File: src/timer_params.svh
// register offsets, field positions, reset values and timing counts for the timer
`ifndef TIMER_PARAMS_SVH
`define TIMER_PARAMS_SVH

// ----------------------------------------------------------------------
// register offsets (byte index on the plain register port)
// ----------------------------------------------------------------------
`define REG_CTRL_A      4'h0
`define REG_CTRL_B      4'h1
`define REG_CNT_LO      4'h2
`define REG_CNT_HI      4'h3
`define REG_CMP_A       4'h4
`define REG_CMP_B       4'h5
`define REG_FLAGS       4'h6
`define REG_IRQ_EN      4'h7

// ----------------------------------------------------------------------
// field positions
// ----------------------------------------------------------------------
`define CA_WAVE_BIT     0
`define CA_EDGE_BIT     3
`define CA_ACIC_BIT     4
`define CA_CAPEN_BIT    6
`define CA_WIDTH_BIT    7
`define CB_CS_LSB       0
`define CB_NC_BIT       4
`define CB_SRST_BIT     7
`define FL_OVF_BIT      0
`define FL_CMPA_BIT     1
`define FL_CMPB_BIT     2
`define FL_CAP_BIT      3

// ----------------------------------------------------------------------
// values and counts
// ----------------------------------------------------------------------
`define RESET_BYTE      8'h00
`define MAX8            8'hFF
`define MAX16           16'hFFFF
`define NC_SAMPLES      4
`define CS_EXT_FALL     3'h6
`define CS_EXT_RISE     3'h7

`endif

File: src/timer_pkg.sv
// types shared by the timer block
package timer_pkg;

  typedef enum logic [2:0] {
    MODE_NORMAL8,
    MODE_CTC8,
    MODE_NORMAL16,
    MODE_CAPTURE8,
    MODE_CAPTURE16
  } mode_t;

  typedef struct packed {
    logic [3:0] addr;
    logic [7:0] wdata;
    logic       wr;
    logic       rd;
  } reg_req_t;

  typedef struct packed {
    logic overflow;
    logic compare_a;
    logic compare_b;
    logic capture;
  } irq_req_t;

endpackage

File: src/timer_modes_input_capture.sv
// 8/16-bit timer with normal, clear-on-match and input capture modes
//
// Behaviour
// - mode from capture enable, width and waveform bits; five modes, each with its top
// - normal 8-bit: low byte counts each timer tick, wraps 0xFF to 0x00
// - 8-bit modes set overflow flag in the tick the count increments from max to zero
// - counting only sets overflow flag; taking the interrupt clears it
// - clear-on-match: counter cleared to zero when equal to compare register a
// - compare writes act at once; below-count value means run through 0xFF first
// - clear-on-match still sets overflow flag on the 0xFF to 0x00 step when compare register a is not 0xFF
// - clear-on-match raises compare flag a on each reach of top
// - 16-bit: counter runs to 0xFFFF, wraps to zero, sets overflow flag then
// - compare register a is the 8-bit capture register; b stays a comparator
// - 16-bit capture: b holds capture high byte, no compare unit works
// - matching edge on selected capture input copies counter into capture register
// - capture flag set in the same clock as the copy
// - capture flag requests interrupt when enabled; cleared by ack or writing one
// - capture source is the pin, or comparator output when selected
// - capture inputs use the same synchroniser and edge detector as the count pin
// - noise canceler changes output only after four equal samples
// - enabling the noise canceler adds four clocks of capture delay
// - noise canceler samples on the system clock, not the prescaled one
// - each new capture overwrites the capture register, read or not
// - pin is sampled whatever its direction, so port toggles capture too
// - a processor counter write beats any simultaneous clear or increment
// - clock select zero stops counting; counter stays readable and writable
//
// Chosen here: strobed register access and the register offsets.
`timescale 1ns/100ps
`default_nettype none
`include "timer_params.svh"

module timer_modes_input_capture
  import timer_pkg::*;
(
  input  wire logic               clk,
  input  wire logic               rstn,
  input  wire timer_pkg::reg_req_t req,
  output var  logic [7:0]         rdata,
  input  wire logic               timer_tick,
  input  wire logic               external_count_pin,
  input  wire logic               capture_input_pin,
  input  wire logic               comparator_output,
  input  wire timer_pkg::irq_req_t irq_ack,
  output var  timer_pkg::irq_req_t irq_req
);
  import timer_pkg::*;

  // ----------------------------------------------------------------------
  // registers
  // ----------------------------------------------------------------------
  logic [7:0]  timer_control_a;
  logic [7:0]  timer_control_b;
  logic [15:0] counter_value;
  logic [7:0]  compare_reg_a;
  logic [7:0]  compare_reg_b;
  logic        overflow_flag;
  logic        compare_flag_a;
  logic        compare_flag_b;
  logic        capture_flag;
  logic [3:0]  irq_enable;
  mode_t       mode;

  logic counter_width_select;
  logic capture_enable;
  logic waveform_mode_select;
  logic capture_rising;
  logic comparator_capture_select;
  logic noise_canceler_enable;
  logic [2:0] clock_source_field;
  logic capture_irq_enable;

  assign waveform_mode_select      = timer_control_a[`CA_WAVE_BIT];
  assign capture_rising            = timer_control_a[`CA_EDGE_BIT];
  assign comparator_capture_select = timer_control_a[`CA_ACIC_BIT];
  assign capture_enable            = timer_control_a[`CA_CAPEN_BIT];
  assign counter_width_select      = timer_control_a[`CA_WIDTH_BIT];
  assign clock_source_field        = timer_control_b[`CB_CS_LSB +: 3];
  assign noise_canceler_enable     = timer_control_b[`CB_NC_BIT];
  assign capture_irq_enable        = irq_enable[`FL_CAP_BIT];

  logic wr_a;
  logic wr_b;
  logic wr_lo;
  logic wr_hi;
  logic wr_ca;
  logic wr_cb;
  logic wr_fl;
  logic wr_ie;
  logic soft_reset;

  assign wr_a  = req.wr && req.addr == `REG_CTRL_A;
  assign wr_b  = req.wr && req.addr == `REG_CTRL_B;
  assign wr_lo = req.wr && req.addr == `REG_CNT_LO;
  assign wr_hi = req.wr && req.addr == `REG_CNT_HI;
  assign wr_ca = req.wr && req.addr == `REG_CMP_A;
  assign wr_cb = req.wr && req.addr == `REG_CMP_B;
  assign wr_fl = req.wr && req.addr == `REG_FLAGS;
  assign wr_ie = req.wr && req.addr == `REG_IRQ_EN;
  // self-clearing: writing the soft reset bit pulses a synchronous clear
  assign soft_reset = wr_b && req.wdata[`CB_SRST_BIT];

  // ----------------------------------------------------------------------
  // mode decode
  // ----------------------------------------------------------------------
  always_comb
  begin
    if (capture_enable)
      mode = counter_width_select ? MODE_CAPTURE16 : MODE_CAPTURE8;
    else if (counter_width_select)
      mode = MODE_NORMAL16;
    else
      mode = waveform_mode_select ? MODE_CTC8 : MODE_NORMAL8;
  end

  logic wide;
  assign wide = (mode == MODE_NORMAL16) || (mode == MODE_CAPTURE16);

  // ----------------------------------------------------------------------
  // input sampling: one synchroniser per input; edge paths for the count pin and the selected capture level
  // ----------------------------------------------------------------------
  // index 0 count pin, 1 capture pin, 2 comparator
  logic [2:0] raw_in;
  logic [2:0] sync1;
  logic [2:0] sync2;
  logic [2:0] last;
  assign raw_in = {comparator_output, capture_input_pin, external_count_pin};

  genvar gi;
  generate
    for (gi = 0; gi < 3; gi++)
    begin : g_sync
      always_ff @(posedge clk or negedge rstn)
      begin
        if (!rstn)
        begin
          sync1[gi] <= 1'b0;
          sync2[gi] <= 1'b0;
        end
        else
        begin
          // the pin is sampled whatever its port direction
          sync1[gi] <= raw_in[gi];
          sync2[gi] <= sync1[gi];
        end
      end
    end
  endgenerate

  // ----------------------------------------------------------------------
  // capture source select and noise canceler
  // ----------------------------------------------------------------------
  logic       cap_src;
  logic [2:0] nc_hist;
  logic       nc_out;
  logic       cap_level;

  assign cap_src = comparator_capture_select ? sync2[2] : sync2[1];

  always_ff @(posedge clk or negedge rstn) // system clock, never the tick
  begin
    if (!rstn)
    begin
      nc_hist <= 3'h0;
      nc_out  <= 1'b0;
    end
    else
    begin
      nc_hist <= {nc_hist[1:0], cap_src};
      // the current sample counts as the fourth, so the delay is four clocks, not five
      // four equal samples needed to move the output
      if ({nc_hist, cap_src} == {`NC_SAMPLES{1'b1}})
        nc_out <= 1'b1;
      else if ({nc_hist, cap_src} == 4'h0)
        nc_out <= 1'b0;
    end
  end

  assign cap_level = noise_canceler_enable ? nc_out : cap_src;

  always_ff @(posedge clk or negedge rstn)
  begin
    if (!rstn)
      last <= 3'h0;
    else
      last <= {cap_level, 1'b0, sync2[0]};
  end

  logic cap_event;
  logic ext_edge;
  // one edge detector shared in form by both paths
  assign cap_event = capture_rising ? (cap_level && !last[2])
                                    : (!cap_level && last[2]);
  assign ext_edge  = (clock_source_field == `CS_EXT_RISE) ? (sync2[0] && !last[0]) :
                     (clock_source_field == `CS_EXT_FALL) ? (!sync2[0] && last[0]) : 1'b0;

  // ----------------------------------------------------------------------
  // counter
  // ----------------------------------------------------------------------
  logic        count_en;
  logic        at_max;
  logic        ctc_match;
  logic [15:0] next_count;

  // clock select zero stops the count; register port still works
  assign count_en  = (clock_source_field == 3'h0) ? 1'b0 :
                     (clock_source_field[2:1] == 2'b11) ? ext_edge : timer_tick;
  assign at_max    = wide ? (counter_value == `MAX16) : (counter_value[7:0] == `MAX8);
  assign ctc_match = (mode == MODE_CTC8) && (counter_value[7:0] == compare_reg_a);

  always_comb
  begin
    next_count = counter_value;
    if (wr_lo) // processor write wins over clear and count
      next_count = {counter_value[15:8], req.wdata};
    else if (wr_hi)
      next_count = {req.wdata, counter_value[7:0]};
    else if (count_en)
    begin
      if (ctc_match) // match clears; a top below the count runs through max
        next_count = 16'h0000;
      else if (wide)
        next_count = counter_value + 16'h0001;
      else // 8-bit wrap
        next_count = {8'h00, counter_value[7:0] + 8'h01};
    end
  end

  always_ff @(posedge clk or negedge rstn)
  begin
    if (!rstn)
      counter_value <= 16'h0000;
    else if (soft_reset)
      counter_value <= 16'h0000;
    else
      counter_value <= next_count;
  end

  // ----------------------------------------------------------------------
  // control registers
  // ----------------------------------------------------------------------
  always_ff @(posedge clk or negedge rstn)
  begin
    if (!rstn)
    begin
      timer_control_a <= `RESET_BYTE;
      timer_control_b <= `RESET_BYTE;
      irq_enable      <= 4'h0;
    end
    else if (soft_reset)
    begin
      timer_control_a <= `RESET_BYTE;
      timer_control_b <= `RESET_BYTE;
      irq_enable      <= 4'h0;
    end
    else
    begin
      if (wr_a)
        timer_control_a <= req.wdata;
      if (wr_b)
        timer_control_b <= {1'b0, req.wdata[6:0]};
      if (wr_ie)
        irq_enable <= req.wdata[3:0];
    end
  end

  // ----------------------------------------------------------------------
  // compare / capture registers
  // ----------------------------------------------------------------------
  logic capture_now;
  assign capture_now = capture_enable && cap_event;

  always_ff @(posedge clk or negedge rstn)
  begin
    if (!rstn)
    begin
      compare_reg_a <= `RESET_BYTE;
      compare_reg_b <= `RESET_BYTE;
    end
    else if (soft_reset)
    begin
      compare_reg_a <= `RESET_BYTE;
      compare_reg_b <= `RESET_BYTE;
    end
    else
    begin
      // capture overwrites unread values; it beats a same-cycle write
      if (capture_now) // a is the capture register
        compare_reg_a <= counter_value[7:0];
      else if (wr_ca) // no double buffering
        compare_reg_a <= req.wdata;
      if (capture_now && mode == MODE_CAPTURE16) // high byte in b
        compare_reg_b <= counter_value[15:8];
      else if (wr_cb)
        compare_reg_b <= req.wdata;
    end
  end

  // ----------------------------------------------------------------------
  // flags: hardware set wins over clear
  // ----------------------------------------------------------------------
  logic set_ovf;
  logic set_cmpa;
  logic set_cmpb;
  logic cmp_allowed;

  assign set_ovf  = count_en && !wr_lo && !wr_hi && at_max && !ctc_match;
  assign cmp_allowed = (mode != MODE_CAPTURE16);
  assign set_cmpa = count_en && cmp_allowed && !capture_enable &&
                    (wide ? counter_value == {compare_reg_b, compare_reg_a}
                          : counter_value[7:0] == compare_reg_a);
  assign set_cmpb = count_en && cmp_allowed && !wide &&
                    counter_value[7:0] == compare_reg_b;

  logic [3:0] flag_set;
  logic [3:0] flag_q;
  assign flag_set = {capture_now, set_cmpb, set_cmpa, set_ovf};
  assign flag_q   = {capture_flag, compare_flag_b, compare_flag_a, overflow_flag};

  logic [3:0] flag_clr;
  assign flag_clr = ({4{wr_fl}} & req.wdata[3:0]) | {irq_ack.capture, irq_ack.compare_b,
                    irq_ack.compare_a, irq_ack.overflow};

  logic [3:0] next_flags;
  assign next_flags = flag_set | (flag_q & ~flag_clr);

  always_ff @(posedge clk or negedge rstn)
  begin
    if (!rstn)
      {capture_flag, compare_flag_b, compare_flag_a, overflow_flag} <= 4'h0;
    else if (soft_reset)
      {capture_flag, compare_flag_b, compare_flag_a, overflow_flag} <= 4'h0;
    else
      {capture_flag, compare_flag_b, compare_flag_a, overflow_flag} <= next_flags;
  end

  always_ff @(posedge clk or negedge rstn)
  begin
    if (!rstn)
      irq_req <= '0;
    else
    begin
      irq_req.overflow  <= next_flags[0] && irq_enable[0] && !soft_reset;
      irq_req.compare_a <= next_flags[1] && irq_enable[1] && !soft_reset;
      irq_req.compare_b <= next_flags[2] && irq_enable[2] && !soft_reset;
      irq_req.capture   <= next_flags[3] && capture_irq_enable && !soft_reset;
    end
  end

  // ----------------------------------------------------------------------
  // read port
  // ----------------------------------------------------------------------
  always_ff @(posedge clk or negedge rstn)
  begin
    if (!rstn)
      rdata <= 8'h00;
    else if (req.rd)
    begin
      unique case (req.addr)
        `REG_CTRL_A: rdata <= timer_control_a;
        `REG_CTRL_B: rdata <= timer_control_b;
        `REG_CNT_LO: rdata <= counter_value[7:0];
        `REG_CNT_HI: rdata <= counter_value[15:8];
        `REG_CMP_A:  rdata <= compare_reg_a;
        `REG_CMP_B:  rdata <= compare_reg_b;
        `REG_FLAGS:  rdata <= {4'h0, flag_q};
        `REG_IRQ_EN: rdata <= {4'h0, irq_enable};
        default:     rdata <= 8'h00;
      endcase
    end
    else
      rdata <= 8'h00;
  end

  // ----------------------------------------------------------------------
  // checks
  // ----------------------------------------------------------------------
  chk_ovf_wrap8: assert property (@(posedge clk) disable iff (!rstn)
    (!wide && count_en && !wr_lo && !wr_hi && !soft_reset && at_max && !ctc_match)
      |=> (overflow_flag && counter_value[7:0] == 8'h00))
    else $error("overflow flag not set on 8-bit wrap");

  chk_ovf_sticky: assert property (@(posedge clk) disable iff (!rstn)
    (overflow_flag && !irq_ack.overflow && !(wr_fl && req.wdata[0]) && !soft_reset)
      |=> overflow_flag)
    else $error("overflow flag cleared by counting");

  chk_ctc_clear: assert property (@(posedge clk) disable iff (!rstn)
    (ctc_match && count_en && !wr_lo && !wr_hi && !soft_reset) |=> counter_value == 16'h0000)
    else $error("counter not cleared on match");

  chk_ctc_flag: assert property (@(posedge clk) disable iff (!rstn)
    (ctc_match && count_en && !soft_reset) |=> compare_flag_a)
    else $error("compare flag a missing at top");

  chk_wrap16: assert property (@(posedge clk) disable iff (!rstn)
    (wide && count_en && !wr_lo && !wr_hi && !soft_reset && counter_value == `MAX16)
      |=> (counter_value == 16'h0000 && overflow_flag))
    else $error("16-bit wrap wrong");

  chk_cap_copy: assert property (@(posedge clk) disable iff (!rstn)
    (capture_now && !soft_reset) |=> (compare_reg_a == $past(counter_value[7:0]) && capture_flag))
    else $error("capture value or flag wrong");

  chk_cpu_prio: assert property (@(posedge clk) disable iff (!rstn)
    (wr_lo && !soft_reset) |=> counter_value[7:0] == $past(req.wdata))
    else $error("counter write lost");

  chk_stopped: assert property (@(posedge clk) disable iff (!rstn)
    (clock_source_field == 3'h0 && !req.wr) |=> $stable(counter_value))
    else $error("counter moved while stopped");

  chk_soft_reset: assert property (@(posedge clk) disable iff (!rstn)
    soft_reset |=> (counter_value == 16'h0000 && timer_control_a == 8'h00 && flag_q == 4'h0))
    else $error("soft reset incomplete");

endmodule
`default_nettype wire

File: config.mk
export PLATFORM = sky130hd
export DESIGN_NAME = timer_modes_input_capture
export DESIGN_NICKNAME = d
export VERILOG_FILES = /design/src/timer_pkg.sv /design/src/timer_modes_input_capture.sv
export VERILOG_INCLUDE_DIRS = /design/src /design/src/src
export SDC_FILE = /design/constraint.sdc
export NUM_CORES = 1
export LEC_CHECK = 0
export ABC_AREA = 1
export BUFFER_PORTS_ARGS = -buffer_cell sky130_fd_sc_hd__buf_2
export CAP_MARGIN = 30
export CORE_MARGIN = 4
export CORE_UTILIZATION = 60
export CTS_CLUSTER_DIAMETER = 50
export DETAILED_ROUTE_END_ITERATION = 7
export PLACE_DENSITY = 0.84
export SLEW_MARGIN = 20
export SYNTH_ARGS = -nofsm -noshare
export SYNTH_HDL_FRONTEND = slang
export SYNTH_SLANG_ARGS = --single-unit
File: constraint.sdc
create_clock -name clk -period 1.9 [get_ports clk]
set_input_delay 0.19 -clock clk [delete_from_list [all_inputs] [get_ports clk]]
set_output_delay 0.19 -clock clk [all_outputs]
set_load 0.01 [all_outputs]
==> results of run 1 <==
## critical path, cell delays in order (launching register included)
cell     delay [ns]
dfrtp_1        0.40
inv_1          0.12
nand2_1        0.12
nand3_1        0.11
nand3_2        0.21
nand4_4        0.20
inv_1          0.08
nor2_4         0.22
nor2_4         0.10
nand2_1        0.07
nand2_1        0.05
## per-stage QoR
stage	hold WS, ns	power, mW	setup WS [ns]	area (sq um)	instances
floorplan	-0.106	3.79	0.339	4650	648
global placement	0.183	4.48	-0.0422	5070	791
detailed placement	0.194	4.52	-0.109	5070	791
CTS	0.106	5.86	0.0200	5320	811
global route	0.102	6.36	-0.0319	5390	813
finish	0.122	6.02	0.0818	5390	813
## power breakdown
group | internal (mW) | switching (mW)
logic | 0.796 | 1.34
clock network | 0.621 | 0.694
registers | 2.06 | 0.509
## sequential cells by signal, summed over array words and instances, names as in the netlist
register / flops
last: 2
nc_out: 1
capture_flag: 1
compare_flag_a: 1
counter_value: 16
irq_enable: 4
compare_reg_b: 8
compare_reg_a: 8
timer_control_a: 8
overflow_flag: 1
nc_hist: 3
sync2: 3
timer_control_b: 7
rdata: 8
compare_flag_b: 1
sync1: 3
irq_req: 4
## worst paths after layout
path	end	slack (ns)
worst min-delay path	overflow_flag$_DFF_PN0_	0.12
worst max register to register	compare_reg_b[5]$_DFFE_PN0P_	0.08
worst min register to register	sync2[2]$_DFF_PN0_	0.36
worst max-delay path	compare_reg_b[5]$_DFFE_PN0P_	0.08
min in group asynchronous	sync1[0]$_DFF_PN0_	0.31
max in group asynchronous	compare_reg_b[6]$_DFFE_PN0P_	0.97
## layout make-up
| cell class | count | area, sq um | share of cell area (%) |
|---|---|---|---|
| Sequential cell | 79 | 1980 | 36.7 |
| Clock buffer | 9 | 124 | 2.30 |
| Tap cell | 99 | 124 | 2.30 |
| Timing Repair Buffer | 64 | 422 | 7.82 |
| Clock inverter | 7 | 77.6 | 1.44 |
| Multi-Input combinational cell | 490 | 2420 | 45.0 |
| Inverter | 65 | 244 | 4.52 |
## per-layer routing
| metal | share of wire (%) | wire (microns) | global-route usage [%] | vias to the layer above |
|---|---|---|---|---|
| met3 | 13 | 1920 | 7.90 | 71 |
| li1 | - | - | - | 2218 |
| met1 | 39 | 5910 | 48.4 | 2233 |
| met2 | 44 | 6710 | 52.2 | 362 |
| met5 | 0 | 0 | 0 | - |
| met4 | 4.7 | 725 | 15.4 | 0 |
## repair_timing
action | 4_1_cts | 5_1_grt
endpoints found under the hold margin | 40 | 0
hold buffers | 4 | 0
pin swaps | 0 | 3
resized for setup | 1 | 12
buffers inserted | 0 | 1
cloned | 0 | 1
setup endpoints to repair | 8 | 34
## cell usage after synthesis
library cell	count	area share, %
nand2_1	230	19
dfrtp_1	79	42
nor2_1	64	5.2
inv_1	63	5.1
o21ai_0	45	4.8
nand3_1	32	3.4
o21ai_1	15	1.6
o22ai_1	13	1.7
xnor2_1	13	2.4
a21oi_1	12	1.3
nand4_1	12	1.6
xor2_1	10	1.9
buf_2	8	0.86
clkbuf_1	6	0.48
nor3_1	6	0.65
a211oi_1	5	0.81
nor2_4	4	0.97
ha_1	3	0.81
nand2_2	3	0.40
nor2_2	3	0.40
a32o_1	2	0.43
inv_2	2	0.16
nand3_2	2	0.43
nor4_1	2	0.27
o21ai_2	2	0.38
a21oi_2	1	0.19
a21oi_4	1	0.35
buf_6	1	0.24
nand2_4	1	0.24
nand3_4	1	0.38
nand3b_1	1	0.16
nand4_2	1	0.27
nor3_2	1	0.22
o2111a_1	1	0.24
o2111ai_1	1	0.19
o31ai_1	1	0.16
or2_2	1	0.13
## kinds of logic (layout without fill, tap and decap cells)
family	after synthesis	count (layout)	share of synthesized area (%)
AND/OR/NAND/NOR	364	365	33.3
AO/OA/AOI/OAI	99	99	12.2
buffers and inverters	80	145	6.83
flip-flops	79	79	42.5
XOR/XNOR	23	23	4.33
adder cells (fa/ha/maj)	3	3	0.807
## cell usage in the layout (no fill, tap or decap), types with 2 or more instances in the layout
cell           netlist  layout
nand2_1            230     228
dfrtp_1             79      79
inv_1               63      63
nor2_1              64      63
o21ai_0             45      44
buf_2                8      34
nand3_1             32      29
buf_4                0      24
o21ai_1             15      16
o22ai_1             13      13
xnor2_1             13      13
a21oi_1             12      12
nand4_1             12      12
xor2_1              10      10
clkbuf_8             0       9
nor3_1               6       5
a211oi_1             5       5
nand2_2              3       5
nor2_2               3       4
nor2_4               4       4
nand3_2              2       4
dlygate4sd3_1        0       4
nand3_4              1       3
ha_1                 3       3
inv_6                0       3
a32o_1               2       2
nor4_1               2       2
inv_2                2       2
o21ai_2              2       2
==> results.tsv, run 1 <==
stage	metric	value	unit
critical_path	Worst R2R Start	timer_control_a[4]$_DFFE_PN0P_	
timing	slew of the pin with the lowest slew margin	0.498	ns
power_and_ir_drop	VDD IR max	0.893	mV
grt	first-pass GRT wire length	23.8	mm
floorplanning	CORE AREA	7410	sq um
grt	largest net degree at the start of global routing	43	
placed_design	IO buf count	35	
floorplanning	Die Wd	96.1	microns
finish	layout cell share with drive strength beyond 1	15.0	%
hold_path	hold path depth	4	
clock_network	maximum clock insertion buffer count	2	
clock_network	CTS clk-pin slew, worst paths	0.09	ns
critical_path	maximum fanout along the worst path	9	
routing	DRT Wirelength	15.3	mm
timing	Sum Neg Setup Slack	0	ns
synth	#FFs+latches synth	79	
floorplanning	Die Ht	96.1	microns
routing	DRC	0	
status	outcome	complete, no violations	
critical_path	worst endpoint required time	2.15	ns
timing	Slew Limit Fails	0	
critical_path	Critical Path AT	2.07	ns
clock_network	clk root buf	clkbuf_8	
clock_network	Num CTS Buffers	9	
clock_network	CTS tree	done	
power_and_ir_drop	LEAKAGE	2.83	nW
critical_path	Reg2Reg Depth	10	
floorplanning	die area	9230	sq um
grt	initial antenna violation count	0	
hold_path	hold path startpoint	irq_ack[3]	
routing	post-route ant nets	0	
synth	Mapped Avg Cell Area	7.18	sq um
clock_network	Clock Latency Late Sink	0.37	ns
routing	via-per-instance ratio	6.01	
synth	Unique masters post-synth	37	
finish	final core area utilization	72.8	%
placed_design	DP HPWL	11.1	mm
timing	crit share post-route	95.7	%
grt	vias in the first global route	4584	
timing	relative slew slack	66.8	%
critical_path	startpoint type of the worst setup path	flop	
finish	Synth-to-Final Area Change	15.9	%
finish	fin nets	736	
floorplanning	Initial Utilization	62.8	%
placed_design	RePlAce Congestion	1.06	
run	total of max-cap violations	0	
finish	Fillers	591	
synth	Yosys Warn Count	0	
floorplanning	io pins	36	
synth	Net Count, Synth	675	
timing	post-route minimum period	1.82	ns
floorplanning	Std-Cell Rows	31	
critical_path	Critical Path Sink Type	flop	
critical_path	critical path class	reg -> reg	
timing	Max Clock Skew	0.0230	ns
timing	final setup vio count	0	
routing	drt first pass iters	7	
grt	grt ovf	0	
routing	via count	4884	
critical_path	Worst Setup SP	timer_control_a[4]$_DFFE_PN0P_	
clock_network	CTS Sinks	79	
routing	Routed wire per std cell	18.8	microns
clock_network	H-tree depth	3	
synth	register area share after synthesis	42.5	%
synth	Mapped Cells	648	
finish	diodes inserted	0	
hold_path	Hold Path Class	in -> reg	
timing	Fin. Hold Viols	0	
timing	Max Freq	0.550	GHz
power_and_ir_drop	power per cell area	1120	nW/um^2
synth	synthesized cell area	4650	sq um
routing	Iter 0 DRT Violations	478	
grt	GR Util All Layers	34.9	%
Power figures use the tool's default switching activity.
==> inputs of run 2 (changes only) <==
--- a/config.mk
+++ b/config.mk
@@ -6,14 +6,14 @@
 export SDC_FILE = /design/constraint.sdc
 export NUM_CORES = 1
 export LEC_CHECK = 0
-export ABC_AREA = 1
 export BUFFER_PORTS_ARGS = -buffer_cell sky130_fd_sc_hd__buf_2
 export CAP_MARGIN = 30
 export CORE_MARGIN = 4
-export CORE_UTILIZATION = 60
+export CORE_UTILIZATION = 63
+export CTS_BUF_LIST = sky130_fd_sc_hd__clkbuf_4 sky130_fd_sc_hd__clkbuf_8
 export CTS_CLUSTER_DIAMETER = 50
 export DETAILED_ROUTE_END_ITERATION = 7
-export PLACE_DENSITY = 0.84
+export PLACE_DENSITY = 0.87
 export SLEW_MARGIN = 20
 export SYNTH_ARGS = -nofsm -noshare
 export SYNTH_HDL_FRONTEND = slang
==> run 2 against run 1 <==
The flow now finishes with violations (negative setup slack). Via count shrank 6.3%. Utilization grew 4.3 points. Critical endpoint is now compare_reg_b[7]$_DFFE_PN0P_. Clock power is essentially flat. Largest cell class unchanged. Clock skew shrank 0.0072 ns. Sequential cell count is the same. Synthesized area grew 0.54%. First-iteration DRC count grew 28%. Global-route usage shrank 0.48 points. Register-to-register slack lost 0.17 ns. Maximum frequency shrank 8.6%.
==> results.tsv, run 2 <==
stage	metric	value	unit	change
power_and_ir_drop	power per cell area	1100	nW/um^2	-1.4%
timing	post-route minimum period	1.99	ns	+0.171 ns
clock_network	Num CTS Buffers	9		unchanged
routing	via count	4575		-6.3%
critical_path	maximum fanout along the worst path	4		-5
placed_design	DP Worst Slack	-0.0137	ns	+0.0949 ns
timing	final setup vio count	7		+7
hold_path	hold path depth	3		-1
finish	Top reg by flops	counter_value		
floorplanning	die area	8870	sq um	-3.9%
critical_path	Max stage delay cell, worst path	dfrtp_1		
floorplanning	Die Ht	94.2	microns	-2.0%
synth	Yosys Warn Count	0		unchanged
timing	slew of the pin with the lowest slew margin	0.553	ns	+0.0551 ns
run	total of max-cap violations	0		unchanged
status	outcome	finished, violations left		
synth	Unique masters post-synth	63		+70%
floorplanning	Die Wd	94.2	microns	-2.0%
routing	Routed wire per std cell	22.7	microns	+21%
finish	final core area utilization	77.1	%	+4.3 points
floorplanning	Std-Cell Rows	31		unchanged
hold_path	Hold Path Class	in -> reg		
timing	crit share post-route	105	%	+9.0 points
floorplanning	Initial Utilization	64.5	%	+1.7 points
synth	Synth top cells by count	79 x dfrtp_1, 44 x nand2_1, 41 x nor2_1		
critical_path	Critical Path Sink Type	flop		
grt	initial antenna violation count	0		unchanged
clock_network	H-tree depth	3		unchanged
status	failing checks	negative setup slack		
timing	Slew Limit Fails	0		unchanged
synth	synthesized cell area	4680	sq um	+0.54%
grt	grt ovf	0		unchanged
synth	#FFs+latches synth	79		unchanged
clock_network	Clock Latency Late Sink	0.37	ns	about the same
floorplanning	CORE AREA	7250	sq um	-2.1%
placed_design	RePlAce Congestion	1.00		-5.1%
synth	Synth area leader	dfrtp_1		
grt	first-pass GRT wire length	22.8	mm	-4.2%
synth	Yosys top cell area share	42.3	%	-0.23 points
timing	Fin. Hold Viols	0		unchanged
finish	fin nets	591		-20%
grt	vias in the first global route	4304		-6.1%
clock_network	CTS tree	done		
timing	RSZ-0062 raised after global routing	true		
grt	GR Util All Layers	34.4	%	-0.48 points
finish	diodes inserted	0		unchanged
routing	drt first pass iters	5		-2
power_and_ir_drop	VDD IR max	0.616	mV	-31%
critical_path	cells along the critical path	mux2_4 > mux2i_4 > inv_4 > o31ai_1 > a221oi_1 > o41ai_2		
floorplanning	io pins	36		unchanged
clock_network	CTS Sinks	79		unchanged
synth	Net Count, Synth	524		-22%
synth	Post-synth ARST share	100	%	unchanged
finish	commonest cells after routing, fill and taps aside	79 x dfrtp_1, 49 x buf_4, 44 x nand2_1		
synth	cell with the most instances after synthesis	dfrtp_1		
routing	via-per-instance ratio	6.85		+14%
finish	commonest non-fill, non-tap cell in the layout	dfrtp_1		
power_and_ir_drop	total power	6.16	mW	+2.3%
timing	Max Freq	0.503	GHz	-8.6%
timing	Hold WS	0.164	ns	+0.0416 ns
power_and_ir_drop	LEAKAGE	2.51	nW	-11%
critical_path	Reg2Reg Depth	6		-4
synth	register area share after synthesis	42.3	%	-0.23 points
routing	DRT Wirelength	15.1	mm	-0.83%
clock_network	CTS clk-pin slew, worst paths	0.09	ns	about the same
clock_network	clk root buf	clkbuf_8		
finish	layout cell share with drive strength beyond 1	25.1	%	+10 points
critical_path	Max stage delay on crit path	0.41	ns	about the same
critical_path	startpoint type of the worst setup path	flop		
routing	post-route ant nets	0		unchanged
critical_path	worst endpoint required time	2.15	ns	about the same
timing	Max Clock Skew	0.0158	ns	-0.00720 ns
placed_design	DP HPWL	10.5	mm	-5.2%
placed_design	IO buf count	35		unchanged
finish	Synth-to-Final Area Change	19.6	%	
timing	Sum Neg Setup Slack	-0.139	ns	-0.139 ns
synth	top_reg_cell synth	dfrtp_1		
critical_path	critical path class	reg -> reg		
timing	Worst Slack Setup Final	-0.0889	ns	-0.171 ns
synth	Mapped Cells	497		-23%
synth	Mapped Avg Cell Area	9.41	sq um	+31%
timing	relative slew slack	62.2	%	-4.6 points
clock_network	maximum clock insertion buffer count	2		unchanged
critical_path	Critical Path AT	2.24	ns	+0.17 ns
finish	Largest register FFs	16		unchanged
grt	largest net degree at the start of global routing	45		+4.7%
routing	DRC	0		unchanged
synth	Area contributors post-synth	dfrtp_1 42%, xor2_1 5.6%, mux2i_1 4.1%, nand2_1 3.5%, nor2_1 3.3%		
synth	number of synthesized flops with an enable pin	0		unchanged
routing	Iter 0 DRT Violations	611		+28%
run 2: changes by cell type after synthesis, sizes merged, moves of 11 or more:
cell,previous run,this run
nand2,234,44
inv,65,12
o21ai,62,14
nor2,71,42
mux2i,0,22
xor2,10,30
mux2,0,14
a21oi,14,27
nand3,35,22
and3,0,12
nand4,13,1
a31oi,0,11
buf,9,20
run 2: cells by family (layout without fill, tap and decap cells):
kind of cell / after synthesis / in the layout / share of synthesized area [%]
buffers and inverters: 48 / 120 / 4.63
DFF: 79 / 79 / 42.3
xor gates and xnor gates: 37 / 37 / 6.93
adders and majority gates: 3 / 3 / 0.803
muxes: 37 / 37 / 9.26
AOI/OAI and AO/OA: 119 / 119 / 17.9
and+or+nand+nor: 174 / 174 / 18.2
run 2: routing by layer:
layer	routed length, microns	up-vias	part of all wire (%)	GRT usage, %
li1	-	1939	-	-
met1	5440	2156	36	43.6
met2	6880	383	45	53.7
met3	1940	97	13	10.0
met4	875	0	5.8	17.1
met5	0	-	0	0
run 2: path summary, 6_finish.rpt:
check | slack [ns] | endpoint | from
max | -0.09 | compare_reg_b[7]$_DFFE_PN0P_ | timer_control_a[4]$_DFFE_PN0P_
min | 0.16 | timer_control_b[6]$_DFFE_PN0P_ | req[8]
max in group asynchronous | 0.99 | counter_value[15]$_DFFE_PN0P_ | rstn
min reg2reg | 0.36 | sync2[0]$_DFF_PN0_ | sync1[0]$_DFF_PN0_
min in group asynchronous | 0.32 | nc_out$_DFFE_PN0P_ | rstn
max reg2reg | -0.09 | compare_reg_b[7]$_DFFE_PN0P_ | timer_control_a[4]$_DFFE_PN0P_
run 2: layout make-up:
class,instances,area (sq um)
clock buffers,12,165
clock inverters,4,52.6
fillers,513,1660
inverters,12,47.5
multi-input cells,370,2550
flip-flops and latches,79,1980
well taps,99,124
repair buffers,92,674
run 2: worst max-delay path, delay by kind of cell (launching register included):
kind | cells | cell delay, ns
flip-flops | 1 | 0.41
multiplexers | 2 | 0.61
AO/OA/AOI/OAI | 3 | 0.76
buffers and inverters | 1 | 0.09
run 2: report_power, final:
part / switching [mW] / leakage, nW / internal (mW)
Clock: 0.638 / 0.101 / 0.714
Combinational: 1.25 / 1.40 / 1.08
Sequential: 0.438 / 1.01 / 2.04
Total: 2.33 / 2.51 / 3.83
run 2: through the flow:
step	std cells	area (sq um)
final	668	5590
after global routing	668	5590
after CTS	663	5480
after detailed placement	643	5220
after global placement	643	5220
after floorplan	497	4690
run 2: repair_timing:
item / 4_1_cts / 5_1_grt
hold endpoints to repair: 38 / 0
gates cloned: 0 / 1
buffers inserted: 0 / 4
resized for setup: 0 / 12
pin swaps: 1 / 7
hold buffers: 4 / 0
endpoints found under the setup margin: 2 / 25
==> inputs of run 3 (changes only) <==
--- a/config.mk
+++ b/config.mk
@@ -14,6 +14,7 @@
 export CTS_CLUSTER_DIAMETER = 50
 export DETAILED_ROUTE_END_ITERATION = 7
 export PLACE_DENSITY = 0.87
+export SKIP_LAST_GASP = 1
 export SLEW_MARGIN = 20
 export SYNTH_ARGS = -nofsm -noshare
 export SYNTH_HDL_FRONTEND = slang
==> run 3 against run 2 <==
The flow still finishes with violations (negative setup slack). Clock power hardly changed. Sequential cell count did not move. Setup slack better by 0.059 ns. Clock-buffer cell count unchanged. Critical path type unchanged. Largest power group unchanged.
==> results.tsv, run 3 (synthesized netlist as in run 2, its figures left out) <==
stage	metric	value	unit	change
routing	DRT Wirelength	14.9	mm	-1.2%
grt	vias in the first global route	4304		unchanged
timing	Max Clock Skew	0.0167	ns	+0.000896 ns
power_and_ir_drop	VDD IR max	0.624	mV	+1.3%
timing	crit share post-route	102	%	-3.1 points
routing	via-per-instance ratio	6.81		-0.59%
timing	Slew Limit Fails	0		unchanged
finish	Top reg by flops	counter_value		
timing	RSZ-0062 raised after global routing	true		
routing	DRC	0		unchanged
power_and_ir_drop	total power	6.13	mW	-0.47%
routing	drt first pass iters	6		+1
routing	met2 wire length	6.81	mm	-1.0%
run	total of max-cap violations	0		unchanged
routing	uppermost layer routed	met4		
timing	Worst Slack Setup Final	-0.0303	ns	+0.0586 ns
timing	slew of the pin with the lowest slew margin	0.573	ns	+0.0196 ns
finish	layout cell share with drive strength beyond 1	24.8	%	-0.35 points
finish	Synth-to-Final Area Change	19.4	%	
timing	relative slew slack	60.8	%	-1.3 points
placed_design	IO buf count	35		unchanged
clock_network	CTS Sinks	79		unchanged
clock_network	maximum clock insertion buffer count	2		unchanged
finish	commonest cells after routing, fill and taps aside	79 x dfrtp_1, 49 x buf_4, 44 x nand2_1		
grt	first-pass GRT wire length	22.8	mm	unchanged
grt	grt ovf	0		unchanged
routing	met1 wire length	5.40	mm	-0.66%
timing	Fin. Hold Viols	0		unchanged
routing	Routed wire per std cell	22.4	microns	-1.2%
critical_path	Critical Path AT	2.19	ns	-0.05 ns
floorplanning	Initial Utilization	64.5	%	unchanged
power_and_ir_drop	power per cell area	1100	nW/um^2	-0.32%
finish	commonest non-fill, non-tap cell in the layout	dfrtp_1		
grt	initial antenna violation count	0		unchanged
routing	via count	4548		-0.59%
clock_network	CTS tree	done		
floorplanning	Die Ht	94.2	microns	unchanged
status	outcome	finished, violations left		
floorplanning	Die Wd	94.2	microns	unchanged
timing	post-route minimum period	1.93	ns	-0.0586 ns
placed_design	DP HPWL	10.5	mm	unchanged
clock_network	clk root buf	clkbuf_8		
grt	largest net degree at the start of global routing	45		unchanged
finish	Largest register FFs	16		unchanged
floorplanning	die area	8870	sq um	unchanged
timing	Max Freq	0.518	GHz	+3.0%
finish	fin nets	591		unchanged
finish	final core area utilization	77.0	%	-0.12 points
finish	diodes inserted	0		unchanged
status	failing checks	negative setup slack		
critical_path	flop-to-flop setup slack	-0.03	ns	+0.06 ns
critical_path	startpoint type of the worst setup path	flop		
critical_path	Critical Path Sink Type	flop		
critical_path	maximum fanout along the worst path	9		+5
floorplanning	CORE AREA	7250	sq um	unchanged
critical_path	critical path class	reg -> reg		
power_and_ir_drop	LEAKAGE	2.51	nW	about the same
clock_network	H-tree depth	3		unchanged
critical_path	worst endpoint required time	2.16	ns	about the same
routing	post-route ant nets	0		unchanged
placed_design	RePlAce Congestion	1.00		unchanged
timing	Hold WS	0.171	ns	+0.00723 ns
routing	Iter 0 DRT Violations	477		-22%
routing	Detail Route met3 WL	1.77	mm	-8.7%
grt	GR Util All Layers	34.4	%	unchanged
hold_path	Hold Path Class	in -> reg		
clock_network	Num CTS Buffers	9		unchanged
timing	final setup vio count	9		+2
clock_network	Clock Latency Late Sink	0.37	ns	about the same
floorplanning	Std-Cell Rows	31		unchanged
floorplanning	io pins	36		unchanged
clock_network	CTS clk-pin slew, worst paths	0.08	ns	about the same
run 3: cell types whose count changed in the layout (fill, tap and decap cells not counted):
cell	before	now
nor2_1	39	40
o2111ai_1	1	2
nor2_2	3	2
o2111ai_2	1	0
run 3: report_power, final:
group | switching (mW) | internal (mW)
clock | 0.638 | 0.714
combinational | 1.23 | 1.08
sequential | 0.438 | 2.04
run 3: path summary, 6_finish.rpt:
path | startpoint | depth (start not counted) | end
worst max-delay path | timer_control_a[4]$_DFFE_PN0P_ | 6 | compare_reg_a[0]$_DFFE_PN0P_
worst min-delay path | req[8] | 3 | timer_control_b[6]$_DFFE_PN0P_
worst max register to register | timer_control_a[4]$_DFFE_PN0P_ | 6 | compare_reg_a[0]$_DFFE_PN0P_
worst min register to register | sync1[0]$_DFF_PN0_ | 0 | sync2[0]$_DFF_PN0_
max in group asynchronous | rstn | 3 | counter_value[15]$_DFFE_PN0P_
min in group asynchronous | rstn | 2 | nc_out$_DFFE_PN0P_
run 3: repair_timing:
action	4_1_cts	5_1_grt
hold buffers	4	0
gates cloned	0	1
buffers inserted	0	4
resized for setup	0	10
pin swaps	1	3
setup endpoints to repair	2	25
endpoints found under the hold margin	38	0
run 3: worst max-delay path, stage by stage (launching register included):
cell      delay (ns)
dfrtp_1         0.41
mux2_4          0.33
mux2i_4         0.28
mux2i_4         0.33
buf_6           0.17
a21oi_1         0.07
a211oi_1        0.23
run 3: area by class of cell:
type / count / area (sq um)
clock inverter: 4 / 52.6
fill: 513 / 1670
clock buffer: 12 / 165
timing repair buffer: 92 / 674
inverter: 12 / 47.5
tap: 99 / 124
multi-input combinational: 370 / 2540
sequential: 79 / 1980
run 3: per-stage QoR:
| step | setup slack [ns] | setup TNS [ns] | std cells | instance area, sq um |
|---|---|---|---|---|
| global placement | 0.0603 | 0 | 643 | 5220 |
| CTS | -0.0130 | -0.0130 | 663 | 5480 |
| global route | -0.103 | -0.744 | 668 | 5590 |
| detailed placement | -0.0137 | -0.0137 | 643 | 5220 |
| floorplan | 0.0288 | 0 | 497 | 4690 |
| finish | -0.0303 | -0.126 | 668 | 5590 |
run 3: routing by layer:
| metal | track usage (%) | vias to the layer above |
|---|---|---|
| met4 | 17.1 | 0 |
| met5 | 0 | - |
| met2 | 53.7 | 367 |
| li1 | - | 1939 |
| met1 | 43.6 | 2144 |
| met3 | 10.0 | 98 |
